===== config.mk =====
export PLATFORM = sky130hd
export DESIGN_NAME = ilsc_ctrl
export DESIGN_NICKNAME = d
export VERILOG_FILES = /design/src/ilsc_pkg.sv /design/src/ilsc_ctrl.sv
export SDC_FILE = /design/constraint.sdc
export NUM_CORES = 1
export LEC_CHECK = 0
export ABC_AREA = 1
export BUFFER_PORTS_ARGS = -buffer_cell sky130_fd_sc_hd__buf_4
export CAP_MARGIN = 10
export CORE_ASPECT_RATIO = 1.2
export CORE_MARGIN = 2
export CORE_UTILIZATION = 53
export CTS_BUF_LIST = sky130_fd_sc_hd__clkbuf_4 sky130_fd_sc_hd__clkbuf_8 sky130_fd_sc_hd__clkbuf_16
export DETAILED_ROUTE_END_ITERATION = 6
export GPL_TIMING_DRIVEN = 0
export PLACE_DENSITY = 0.71
export SLEW_MARGIN = 20
export SYNTH_ARGS = -nofsm -noshare
export SYNTH_HDL_FRONTEND = slang
export SYNTH_SLANG_ARGS = --single-unit

===== constraint.sdc =====
create_clock -name core_clk -period 3.4 [get_ports core_clk]
set_input_delay 0.17 -clock core_clk [delete_from_list [all_inputs] [get_ports core_clk]]
set_output_delay 0.17 -clock core_clk [all_outputs]
set_load 0.02 [all_outputs]

===== src/ilsc_pkg.sv =====
/*
  Shared constants and types for the interrupt, loop and stack control
  block. Assumes a single processor clock and synchronous reset.
*/
package ilsc_pkg;
  localparam int SP_W = 5;
  localparam int STK_DEPTH = 32;
  localparam int RC_W = 10;
  localparam int SRC_N = 5;
  // I/O port numbers
  localparam logic [4:0] IO_MASK = 5'h04;
  localparam logic [4:0] IO_CTL = 5'h07;
  localparam logic [4:0] IO_RC = 5'h0C;
  localparam logic [4:0] IO_SP = 5'h0F;
  // Reset values
  localparam logic [3:0] MASK_RST = 4'hF;
  localparam logic [14:0] CTL_RST = 15'h0000;
  localparam logic GMASK_RST = 1'b1;
  // Field positions
  localparam int MASK_SS_BIT = 3;
  localparam int MASK_TICK_BIT = 2;
  localparam int MASK_VOICE_BIT = 1;
  localparam int MASK_EXT_BIT = 0;
  localparam int CTL_SS_BIT = 4;
  localparam int CTL_HOLD_BIT = 10;
  localparam int STAT_GMASK_BIT = 9;
  // Vectors
  localparam logic [15:0] VEC_RST = 16'h0000;
  localparam logic [15:0] VEC_NMI = 16'h0002;
  localparam logic [15:0] VEC_SS = 16'h0004;
  localparam logic [15:0] VEC_EXT = 16'h0006;
  localparam logic [15:0] VEC_VOICE = 16'h0008;
  localparam logic [15:0] VEC_TICK = 16'h000A;
  // Codec bits per frame
  localparam logic [4:0] VOICE_BITS = 5'h10;

  typedef enum logic [2:0] {
    SRC_NMI = 3'b000,
    SRC_SS = 3'b001,
    SRC_EXT = 3'b010,
    SRC_VOICE = 3'b011,
    SRC_TICK = 3'b100,
    SRC_NONE = 3'b111
  } ilsc_src_t;

  typedef enum logic [1:0] {
    FLOW_IDLE = 2'b00,
    FLOW_LOOP = 2'b01,
    FLOW_RPT = 2'b10
  } ilsc_flow_t;

  typedef struct packed {
    logic push;
    logic pop;
    logic reti;
    logic irq_enable_instr;
    logic irq_disable_instr;
  } ilsc_seq_cmd_t;

  typedef struct packed {
    logic loop_start;
    logic [2:0] loop_words_m1;
    logic rpt_start;
    logic rc_load;
    logic [9:0] rc_value;
  } ilsc_flow_cmd_t;
endpackage


===== src/ilsc_ctrl.sv =====
/*
  Interrupt priority, return stack and hardware loop control.
  Assumes the sequencer gives one-cycle command pulses, applies loop_jump
  the cycle after it is seen and never issues two stack commands at once.
*/
`timescale 1ns/1ns
`default_nettype none
module ilsc_ctrl
  import ilsc_pkg::*;
(
  input wire logic core_clk,
  input wire logic reset,
  input wire logic [4:0] io_addr,
  input wire logic io_wr,
  input wire logic io_rd,
  input wire logic [15:0] io_wdata,
  output logic [15:0] io_rdata,
  input wire ilsc_seq_cmd_t seq_cmd,
  input wire logic [15:0] push_data,
  input wire logic [15:0] status_in,
  output logic [15:0] pop_data,
  output logic status_restore,
  output logic global_irq_mask,
  input wire ilsc_flow_cmd_t flow_cmd,
  input wire logic [15:0] loop_addr,
  input wire logic fetch_valid,
  input wire logic [15:0] fetch_pc,
  output logic loop_jump,
  output logic [15:0] loop_target,
  output logic flow_busy,
  input wire logic instr_done,
  input wire logic dram_busy,
  input wire logic nmi_line,
  input wire logic external_irq_line,
  input wire logic voice_frame_start,
  input wire logic voice_bit_strobe,
  input wire logic periodic_tick_irq,
  output logic irq_take,
  output logic [15:0] irq_vector,
  output logic hold_active
);
  logic [15:0] stack_mem [STK_DEPTH];
  logic [SP_W-1:0] sp_reg;
  logic [SP_W-1:0] sp_dec;
  logic [3:0] mask_reg;
  logic [14:0] ctl_reg;
  logic [RC_W-1:0] repeat_counter;
  logic gmask_reg;
  ilsc_flow_t flow_reg;
  logic [15:0] loop_start_reg;
  logic [15:0] loop_end_reg;
  logic nmi_prev_reg;
  logic ext_prev_reg;
  logic [4:0] voice_cnt_reg;
  logic [SRC_N-1:0] pend_reg;
  logic [SRC_N-1:0] in_service_reg;
  logic [SRC_N-1:0] req;
  logic [SRC_N-1:0] en;
  logic [SRC_N-1:0] set_ev;
  logic [SRC_N-1:0] clr_ev;
  logic [SRC_N-1:0] isr_lowest;
  ilsc_src_t grant_src;
  logic [15:0] grant_vec;
  logic boundary;
  logic take;
  logic voice_ev;
  logic [15:0] popped;

  assign sp_dec = sp_reg - 5'h01;
  assign popped = stack_mem[sp_dec];

  // Return stack; irq entry has the write port over a sequencer push
  always_ff @(posedge core_clk) begin
    if (take) begin
      stack_mem[sp_reg] <= status_in;
    end else if (seq_cmd.push) begin
      stack_mem[sp_reg] <= push_data;
    end
  end

  always_ff @(posedge core_clk) begin
    if (reset) begin
      sp_reg <= '0;
      pop_data <= 16'h0000;
      status_restore <= 1'b0;
    end else begin
      status_restore <= 1'b0;
      if (take || seq_cmd.push) begin
        sp_reg <= sp_reg + 5'h01;
      end else if (seq_cmd.pop || seq_cmd.reti) begin
        sp_reg <= sp_dec;
        pop_data <= popped;
        status_restore <= seq_cmd.reti;
      end
    end
  end

  // Global mask: entry beats return, return beats the two instructions
  always_ff @(posedge core_clk) begin
    if (reset) begin
      gmask_reg <= GMASK_RST;
    end else if (take) begin
      gmask_reg <= 1'b1;
    end else if (seq_cmd.reti) begin
      gmask_reg <= popped[STAT_GMASK_BIT];
    end else if (seq_cmd.irq_disable_instr) begin
      gmask_reg <= 1'b1;
    end else if (seq_cmd.irq_enable_instr) begin
      gmask_reg <= 1'b0;
    end
  end
  assign global_irq_mask = gmask_reg;

  // I/O writes; a granted wake-up clears hold unless software sets it
  always_ff @(posedge core_clk) begin
    if (reset) begin
      mask_reg <= MASK_RST;
      ctl_reg <= CTL_RST;
    end else begin
      if (io_wr && io_addr == IO_MASK) begin
        mask_reg <= io_wdata[3:0];
      end
      if (io_wr && io_addr == IO_CTL) begin
        ctl_reg <= io_wdata[14:0];
      end else if (take && ctl_reg[CTL_HOLD_BIT] &&
                   (grant_src == SRC_EXT || grant_src == SRC_TICK)) begin
        ctl_reg[CTL_HOLD_BIT] <= 1'b0;
      end
    end
  end
  assign hold_active = ctl_reg[CTL_HOLD_BIT];

  always_ff @(posedge core_clk) begin
    if (reset) begin
      io_rdata <= 16'h0000;
    end else if (io_rd) begin
      case (io_addr)
        IO_MASK: io_rdata <= {12'h000, mask_reg};
        IO_CTL: io_rdata <= {1'b0, ctl_reg};
        IO_RC: io_rdata <= {6'h00, repeat_counter};
        IO_SP: io_rdata <= {11'h000, sp_reg};
        default: io_rdata <= 16'h0000;
      endcase
    end
  end

  // Loop and single-instruction repeat share the counter
  always_ff @(posedge core_clk) begin
    if (reset) begin
      flow_reg <= FLOW_IDLE;
      flow_busy <= 1'b0;
      repeat_counter <= '0;
      loop_start_reg <= 16'h0000;
      loop_end_reg <= 16'h0000;
      loop_jump <= 1'b0;
      loop_target <= 16'h0000;
    end else begin
      loop_jump <= 1'b0;
      case (flow_reg)
        FLOW_IDLE: begin
          if (flow_cmd.rc_load) begin
            repeat_counter <= flow_cmd.rc_value;
          end
          if (flow_cmd.loop_start) begin
            flow_reg <= FLOW_LOOP;
            flow_busy <= 1'b1;
            loop_start_reg <= loop_addr;
            loop_target <= loop_addr;
            loop_end_reg <= loop_addr + {13'h0000, flow_cmd.loop_words_m1};
          end else if (flow_cmd.rpt_start) begin
            flow_reg <= FLOW_RPT;
            flow_busy <= 1'b1;
          end
        end
        FLOW_LOOP: begin
          if (fetch_valid && fetch_pc == loop_end_reg) begin
            if (repeat_counter == '0) begin
              flow_reg <= FLOW_IDLE;
              flow_busy <= 1'b0;
            end else begin
              repeat_counter <= repeat_counter - 10'h001;
              loop_jump <= 1'b1;
              loop_target <= loop_start_reg;
            end
          end
        end
        FLOW_RPT: begin
          if (instr_done) begin
            if (repeat_counter == '0) begin
              flow_reg <= FLOW_IDLE;
              flow_busy <= 1'b0;
            end else begin
              repeat_counter <= repeat_counter - 10'h001;
            end
          end
        end
        default: begin
          flow_reg <= FLOW_IDLE;
          flow_busy <= 1'b0;
        end
      endcase
    end
  end

  // Codec frame counter; frame rate itself sets the 8 kHz recurrence
  always_ff @(posedge core_clk) begin
    if (reset || voice_frame_start) begin
      voice_cnt_reg <= 5'h00;
    end else if (voice_bit_strobe) begin
      voice_cnt_reg <= voice_ev ? 5'h00 : voice_cnt_reg + 5'h01;
    end
  end
  assign voice_ev = voice_bit_strobe && !voice_frame_start &&
                    voice_cnt_reg == VOICE_BITS - 5'h01;

  always_ff @(posedge core_clk) begin
    if (reset) begin
      nmi_prev_reg <= 1'b1;
      ext_prev_reg <= 1'b1;
    end else begin
      nmi_prev_reg <= nmi_line;
      ext_prev_reg <= external_irq_line;
    end
  end

  assign set_ev[SRC_NMI] = nmi_prev_reg && !nmi_line;
  assign set_ev[SRC_SS] = 1'b0;
  assign set_ev[SRC_EXT] = ext_prev_reg && !external_irq_line;
  assign set_ev[SRC_VOICE] = voice_ev;
  assign set_ev[SRC_TICK] = periodic_tick_irq;

  // A new edge in the grant cycle stays pending
  always_ff @(posedge core_clk) begin
    if (reset) begin
      pend_reg <= '0;
    end else begin
      pend_reg <= (pend_reg & ~clr_ev) | set_ev;
    end
  end

  assign req = {pend_reg[4:2], ctl_reg[CTL_SS_BIT], pend_reg[0]};
  assign en = {!gmask_reg && !mask_reg[MASK_TICK_BIT],
               !gmask_reg && !mask_reg[MASK_VOICE_BIT],
               !gmask_reg && !mask_reg[MASK_EXT_BIT],
               !gmask_reg && !mask_reg[MASK_SS_BIT],
               1'b1};

  // Highest enabled request wins, unless higher is in service
  always_comb begin
    logic blocked;
    blocked = 1'b0;
    grant_src = SRC_NONE;
    for (int i = 0; i < SRC_N; i++) begin
      if (!blocked && req[i] && en[i]) begin
        grant_src = ilsc_src_t'(i[2:0]);
        blocked = 1'b1;
      end
      blocked = blocked | in_service_reg[i];
    end
  end

  always_comb begin
    case (grant_src)
      SRC_NMI: grant_vec = VEC_NMI;
      SRC_SS: grant_vec = VEC_SS;
      SRC_EXT: grant_vec = VEC_EXT;
      SRC_VOICE: grant_vec = VEC_VOICE;
      SRC_TICK: grant_vec = VEC_TICK;
      default: grant_vec = VEC_RST;
    endcase
  end

  assign boundary = (instr_done || hold_active) && !flow_busy &&
                    !dram_busy && !irq_take;
  assign take = boundary && grant_src != SRC_NONE;

  generate
    for (genvar g = 0; g < SRC_N; g++) begin : g_src
      assign clr_ev[g] = take && grant_src == ilsc_src_t'(3'(g));
      assign isr_lowest[g] = in_service_reg[g] &&
                             ((in_service_reg & ((5'h01 << g) - 5'h01)) == '0);
    end
  endgenerate

  always_ff @(posedge core_clk) begin
    if (reset) begin
      in_service_reg <= '0;
    end else begin
      in_service_reg <= (in_service_reg &
                         ~((seq_cmd.reti && !take) ? isr_lowest : '0)) |
                        clr_ev;
    end
  end

  always_ff @(posedge core_clk) begin
    if (reset) begin
      irq_take <= 1'b0;
      irq_vector <= VEC_RST;
    end else begin
      irq_take <= take;
      if (take) begin
        irq_vector <= grant_vec;
      end
    end
  end
endmodule
`default_nettype wire


# Word-level counts from Yosys, hierarchy flattened

Memory sizes are Yosys's and may differ from the RTL's.
Index checks and enable logic that the tools add are counted.

Bits in registers: 154
Memory bits (writable): 512
Bits of input ports: 118
Word-level logic and storage cells: 186
Memories: 1

Memories:

| memory    | depth | width | rd ports | clocked after memory_dff | wr ports | RTL line        | source |
|---|---|---|---|---|---|---|---|
| stack_mem | 32    | 16    | 1        | 0                        | 1        | ilsc_ctrl.sv:42 | `logic [15:0] stack_mem [STK_DEPTH];` |

Add/subtract/negate cells: 5
Eq/ne operators: 19
Muxes and demuxes: 48
Bitwise operators: 15
Reduce and logical (&&, ||, !) cells: 76

Operators with widths:

| operator                                                               | number |
|---|---|
| 16-bit 2-to-1 mux                                                      | 4 |
| 15-bit one-hot mux with 4 select lines                                 | 1 |
| 10-bit 2-to-1 mux                                                      | 4 |
| 1-bit logical AND                                                      | 35 |
| 16-bit one-hot mux with 2 select lines                                 | 1 |
| 10-bit one-hot mux with 3 select lines                                 | 1 |
| 5-bit zero test                                                        | 4 |
| 1-bit 2-to-1 mux                                                       | 20 |
| 5-bit 2-to-1 mux                                                       | 4 |
| 4-bit one-hot mux with 5 select lines                                  | 1 |
| 16-bit by 3-bit adder with 16-bit output                               | 1 |
| 16-bit equality test                                                   | 1 |
| 1-bit zero test                                                        | 16 |
| 5-bit by 4-bit equality test with 1-bit output (second input constant) | 3 |
| 3-bit 2-to-1 mux                                                       | 5 |
| 5-bit by 1-bit adder with 5-bit output (second input constant)         | 2 |
| 5-bit bitwise AND                                                      | 2 |
| 5-bit by 3-bit equality test with 1-bit output (second input constant) | 2 |
| 10-bit zero test                                                       | 1 |
| 2-bit 2-to-1 mux                                                       | 5 |
| 2-bit != test (second input constant)                                  | 5 |
| 5-bit inverter                                                         | 2 |
| 5-bit OR                                                               | 2 |
| 10-bit by 1-bit subtractor with 10-bit output (second input constant)  | 1 |
| other kinds (21)                                                       | 40 |

# Depth between registers and ports, before layout

Word-level depth: 29
Gate-level depth with buffers: 16

# Worst setup path after synthesis

OpenSTA, ideal clock, no wires.

Path type: flip-flop to flip-flop
Start: reg ctl_reg[10]
End: mem stack_mem[19][0], enable pin
Arrival: 2.587 ns
Path slack: 0.404 ns
Stages on the path, launching flop included: 8
Period minus slack after synthesis: 2.996 ns
Cells stage by stage: dfxtp_1 > nor2_1 > nor4_1 > nand2_4 > nand2_4 > buf_4 > inv_1 > nor3_1

Cells in the longest elaborated chain, start to end: 8
Elaborated cells on any way between the ends: 10

Ends and longest elaborated chain:

| element                                    | RTL line                         | source |
|---|---|---|
| start: declaration                         | ilsc_ctrl.sv:46                  | `logic [14:0] ctl_reg;` |
| start signal: assignment                   | ilsc_ctrl.sv:124                 | `ctl_reg <= io_wdata[14:0];` |
| 1-bit logical OR (*)                       | ilsc_ctrl.sv:273                 | `assign boundary = (instr_done \|\| hold_active) && !flow_busy &&` |
| 1-bit logical AND (*) (2 in a row)         | ilsc_ctrl.sv:273                 |  |
| 1-bit logical AND (*)                      | ilsc_ctrl.sv:274                 | `!dram_busy && !irq_take;` |
| 1-bit logical AND (*)                      | ilsc_ctrl.sv:275                 | `assign take = boundary && grant_src != SRC_NONE;` |
| 1-bit 2-to-1 mux                           | ilsc_ctrl.sv:74                  | `if (take) begin` |
| 1-bit 2-to-1 mux, on equally long branches | ilsc_ctrl.sv:75, ilsc_ctrl.sv:77 |  |
| 1-bit OR (no source line) (*)              | -                                |  |
| end: declaration                           | ilsc_ctrl.sv:42                  |  |

Every way passes the cells marked *; elsewhere a longest branch is shown, timed or not.

# Final worst setup path

Start: reg ctl_reg[10]
End: mem stack_mem[5][11], enable pin

The elaborated chain is that of the path after synthesis.

==> impl_metrics.env <==
export IMPL_core_area_mm2=0.0511
export IMPL_drt_total_wl_um=86000
export IMPL_cpMaxStageDelayCell="nor2_2"
export IMPL_final_core_util_pct=63.6
export IMPL_powerDensity_mw_per_mm2=677
export IMPL_top_register="stack_mem"
export IMPL_finClkSkew_ns=0.0259
export IMPL_dpl_hpwl_um=59400
export IMPL_combPwrFrac_pct=26.2
export IMPL_tightestPinTransition_ns=1.06
export IMPL_largest_reg_flops=512
export IMPL_synth_area_per_cell_um2=10.8
export IMPL_via_per_inst=6.11
export IMPL_cp_arrival_ns=3.76
export IMPL_fin_ws_ns=-0.0167
export IMPL_cts_tree="yes"
export IMPL_cts_buffers=59
export IMPL_placed_area_mm2=0.0298
export IMPL_grt_first_pass_wirelength_um=126000
export IMPL_path_class="reg -> reg"
export IMPL_reg2reg_depth=8
export IMPL_intPower_w=0.0147
export IMPL_grt_pass1_vias=20900
export IMPL_r2r_slack_ns=-0.02
export IMPL_io_pin_count=188
export IMPL_yosys_register_bits=650
export IMPL_antenna_found_initial=2
export IMPL_min_path_cells=5
export IMPL_yosysWarnings=0
export IMPL_std_cell_rows=91
export IMPL_layout_nets=2979
export IMPL_drcViolationCount=7
export IMPL_hold_path_end="loop_jump"
export IMPL_rsz0062_at_grt="no"
export IMPL_drive_above_1_share_pct=16.9
export IMPL_start_util_pct=53.3
export IMPL_power_switching_w=0.00733
export IMPL_die_x_um=211
export IMPL_track_usage_pct=32.0
export IMPL_maxCapViolations=0
export IMPL_hold_start="fetch_valid"
export IMPL_vias=21600
export IMPL_ant_nets=0
export IMPL_grt_max_degree=33
export IMPL_gp_congestion=0.977
export IMPL_reg2reg_to="stack_mem[5][11]"
export IMPL_design_area_mm2=0.0325
export IMPL_final_common_cell="edfxtp_1"
export IMPL_power_leakage_nw=11.8
export IMPL_synth_main_ff_cell="edfxtp_1"
export IMPL_synth_edf_count=512
export IMPL_seq_power_share_pct=42.6
export IMPL_cpLargestDelayFamily="simple AND/OR/NAND/NOR gates"
export IMPL_overflow=0
export IMPL_n_antenna_cell=0
export IMPL_clock_fmax_mhz=293
export IMPL_crit_chain="nor2_1 > nor4_2 > nand2_4 > nand2_4 > buf_4 > nand2_1 > nor2_2 > buf_8"
export IMPL_required_ns=3.74
export IMPL_worst_setup_path_start_kind="flip-flop"
export IMPL_status="finished with violations"
export IMPL_hold_class="in -> reg"
export IMPL_post_route_period_util_pct=100
export IMPL_postCtsSetupRepairBufs=0
export IMPL_violations="DRC, setup timing"
export IMPL_firstDrtPassIters=7
export IMPL_p_sw_share_pct=33.3
export IMPL_clock_sink_count=650
export IMPL_final_min_clock_period_ns=3.42
export IMPL_path_max_fanout=10
export IMPL_peakVddDrop_mv=0.433
export IMPL_cts_buffer_depth=3
export IMPL_crit_top_cell="nand2_4"
export IMPL_most_common_layout_cells="512 x edfxtp_1, 385 x nor2_1, 352 x o21ai_0"
export IMPL_area_growth_pct=19.5
export IMPL_pre_cts_slack_ns=-0.479
export IMPL_clk_pin_slew_ns=0.07
export IMPL_fin_setup_tns_ns=-0.0845
export IMPL_finalSetupViolations=6
export IMPL_wl_per_cell_um=24.3
export IMPL_slew_headroom_pct=29.0
export IMPL_drv_slew=0
export IMPL_clk_insertion_delay_late_ns=0.65
export IMPL_drt_initial_drc_count=2757
export IMPL_slowest_delay_ns=0.75
export IMPL_clkPwrFrac_pct=31.2
export IMPL_h_tree_depth=2
export IMPL_die_area_mm2=0.0532
export IMPL_rr_startpoint="ctl_reg[10]"
export IMPL_synth_cells=2523
export IMPL_async_reset_ff_share_pct=0
export IMPL_ys_types=51
export IMPL_syn_area_mm2=0.0272
export IMPL_crit_buf_inv=2
export IMPL_hold_viol_final=0
export IMPL_die_h_um=252
export IMPL_end_kind="flip-flop"
export IMPL_numPortBuffers=169
export IMPL_seq_area_frac_synth_pct=66.6
export IMPL_cts_root_buffer="clkbuf_16"
-- routing by layer --
| metal | routed length [um] | track usage [%] |
|---|---|---|
| met3 | 8080 | 5.41 |
| met5 | 24 | 0 |
| met4 | 4710 | 16.4 |
| met1 | 31400 | 39.7 |
| met2 | 41800 | 54.4 |
-- through the flow --
| stage | hold WS (ns) | cells | total power [W] |
|---|---|---|---|
| floorplan | 0.267 | 2536 | 0.0127 |
| global route | 0.0166 | 3542 | 0.0227 |
| CTS | 0.00582 | 3543 | 0.0218 |
| global placement | 0.387 | 3356 | 0.0148 |
| finish | 0.0210 | 3542 | 0.0220 |
| detailed placement | 0.390 | 3381 | 0.0149 |
-- synthesized netlist by cell type (33+ instances only) --
| cell | instances | share of area [%] |
|---|---|---|
| o22ai_1 | 44 | 1.0 |
| o21ai_1 | 33 | 0.61 |
| o221ai_1 | 97 | 3.1 |
| clkbuf_1 | 95 | 1.3 |
| nor2_1 | 415 | 5.7 |
| buf_2 | 46 | 0.85 |
| a21oi_1 | 74 | 1.4 |
| o21ai_0 | 352 | 6.5 |
| inv_1 | 118 | 1.6 |
| dfxtp_1 | 138 | 10 |
| nand3_1 | 132 | 2.4 |
| nand2_1 | 308 | 4.2 |
| edfxtp_1 | 512 | 56 |
-- cell type report --
type	count	area, um2
well taps	651	815
clock inverters	38	423
repair buffers	250	2130
clock buffers	69	1550
flip-flops and latches	650	18100
inverters	130	490
fillers	3929	18600
plain buffers	165	847
multi-input cells	1589	8150
-- repair_timing --
item                                   4_1_cts  5_1_grt
setup endpoints to repair                   17       17
pin swaps                                    0        2
resized for setup                           35       45
endpoints found under the hold margin       80        0
hold buffers                                56        0
-- power groups by stage --
stage | clock network, W | registers [W] | logic, W
floorplan | 0 | 0.00959 | 0.00309
global placement | 0 | 0.00954 | 0.00524
detailed placement | 0 | 0.00955 | 0.00540
CTS | 0.00688 | 0.00937 | 0.00553
global route | 0.00717 | 0.00941 | 0.00615
finish | 0.00687 | 0.00938 | 0.00577
-- cells by family (layout without fill, tap and decap cells) --
group / after synthesis / after routing / share of synthesized area, %
and+or+nand+nor: 913 / 913 / 13.8
xor gates and xnor gates: 20 / 20 / 0.767
adders and majority gates: 16 / 16 / 0.763
buffers and inverters: 297 / 652 / 4.67
muxes: 1 / 1 / 0.0413
AOI/OAI and AO/OA: 625 / 625 / 13.3
DFF: 650 / 650 / 66.6
other: 1 / 14 / 0.0138
-- worst reg2reg max path, delay by kind of cell (launching register included) --
| kind | cells | cell delay, ns |
|---|---|---|
| AND/OR/NAND/NOR | 6 | 2.23 |
| flip-flops | 1 | 0.45 |
| buffers and inverters | 2 | 0.43 |
-- worst max-delay path by stage --
stage | slack (ns) | endpoint | start | cells after the start
3_5_place_dp | -0.48 | pop_data[12] | sp_reg[0] | 16
5_1_grt | 0.006 | stack_mem[5][11] | ctl_reg[10] | 8
6_report | -0.02 | stack_mem[5][11] | ctl_reg[10] | 8
4_1_cts | -0.02 | pop_data[5] | sp_reg[0] | 16
2_1_floorplan | 0.40 | stack_mem[19][0] | ctl_reg[10] | 7
3_3_place_gp | -1.68 | stack_mem[3][12] | ctl_reg[10] | 7
(Power assumes the default switching activity.)
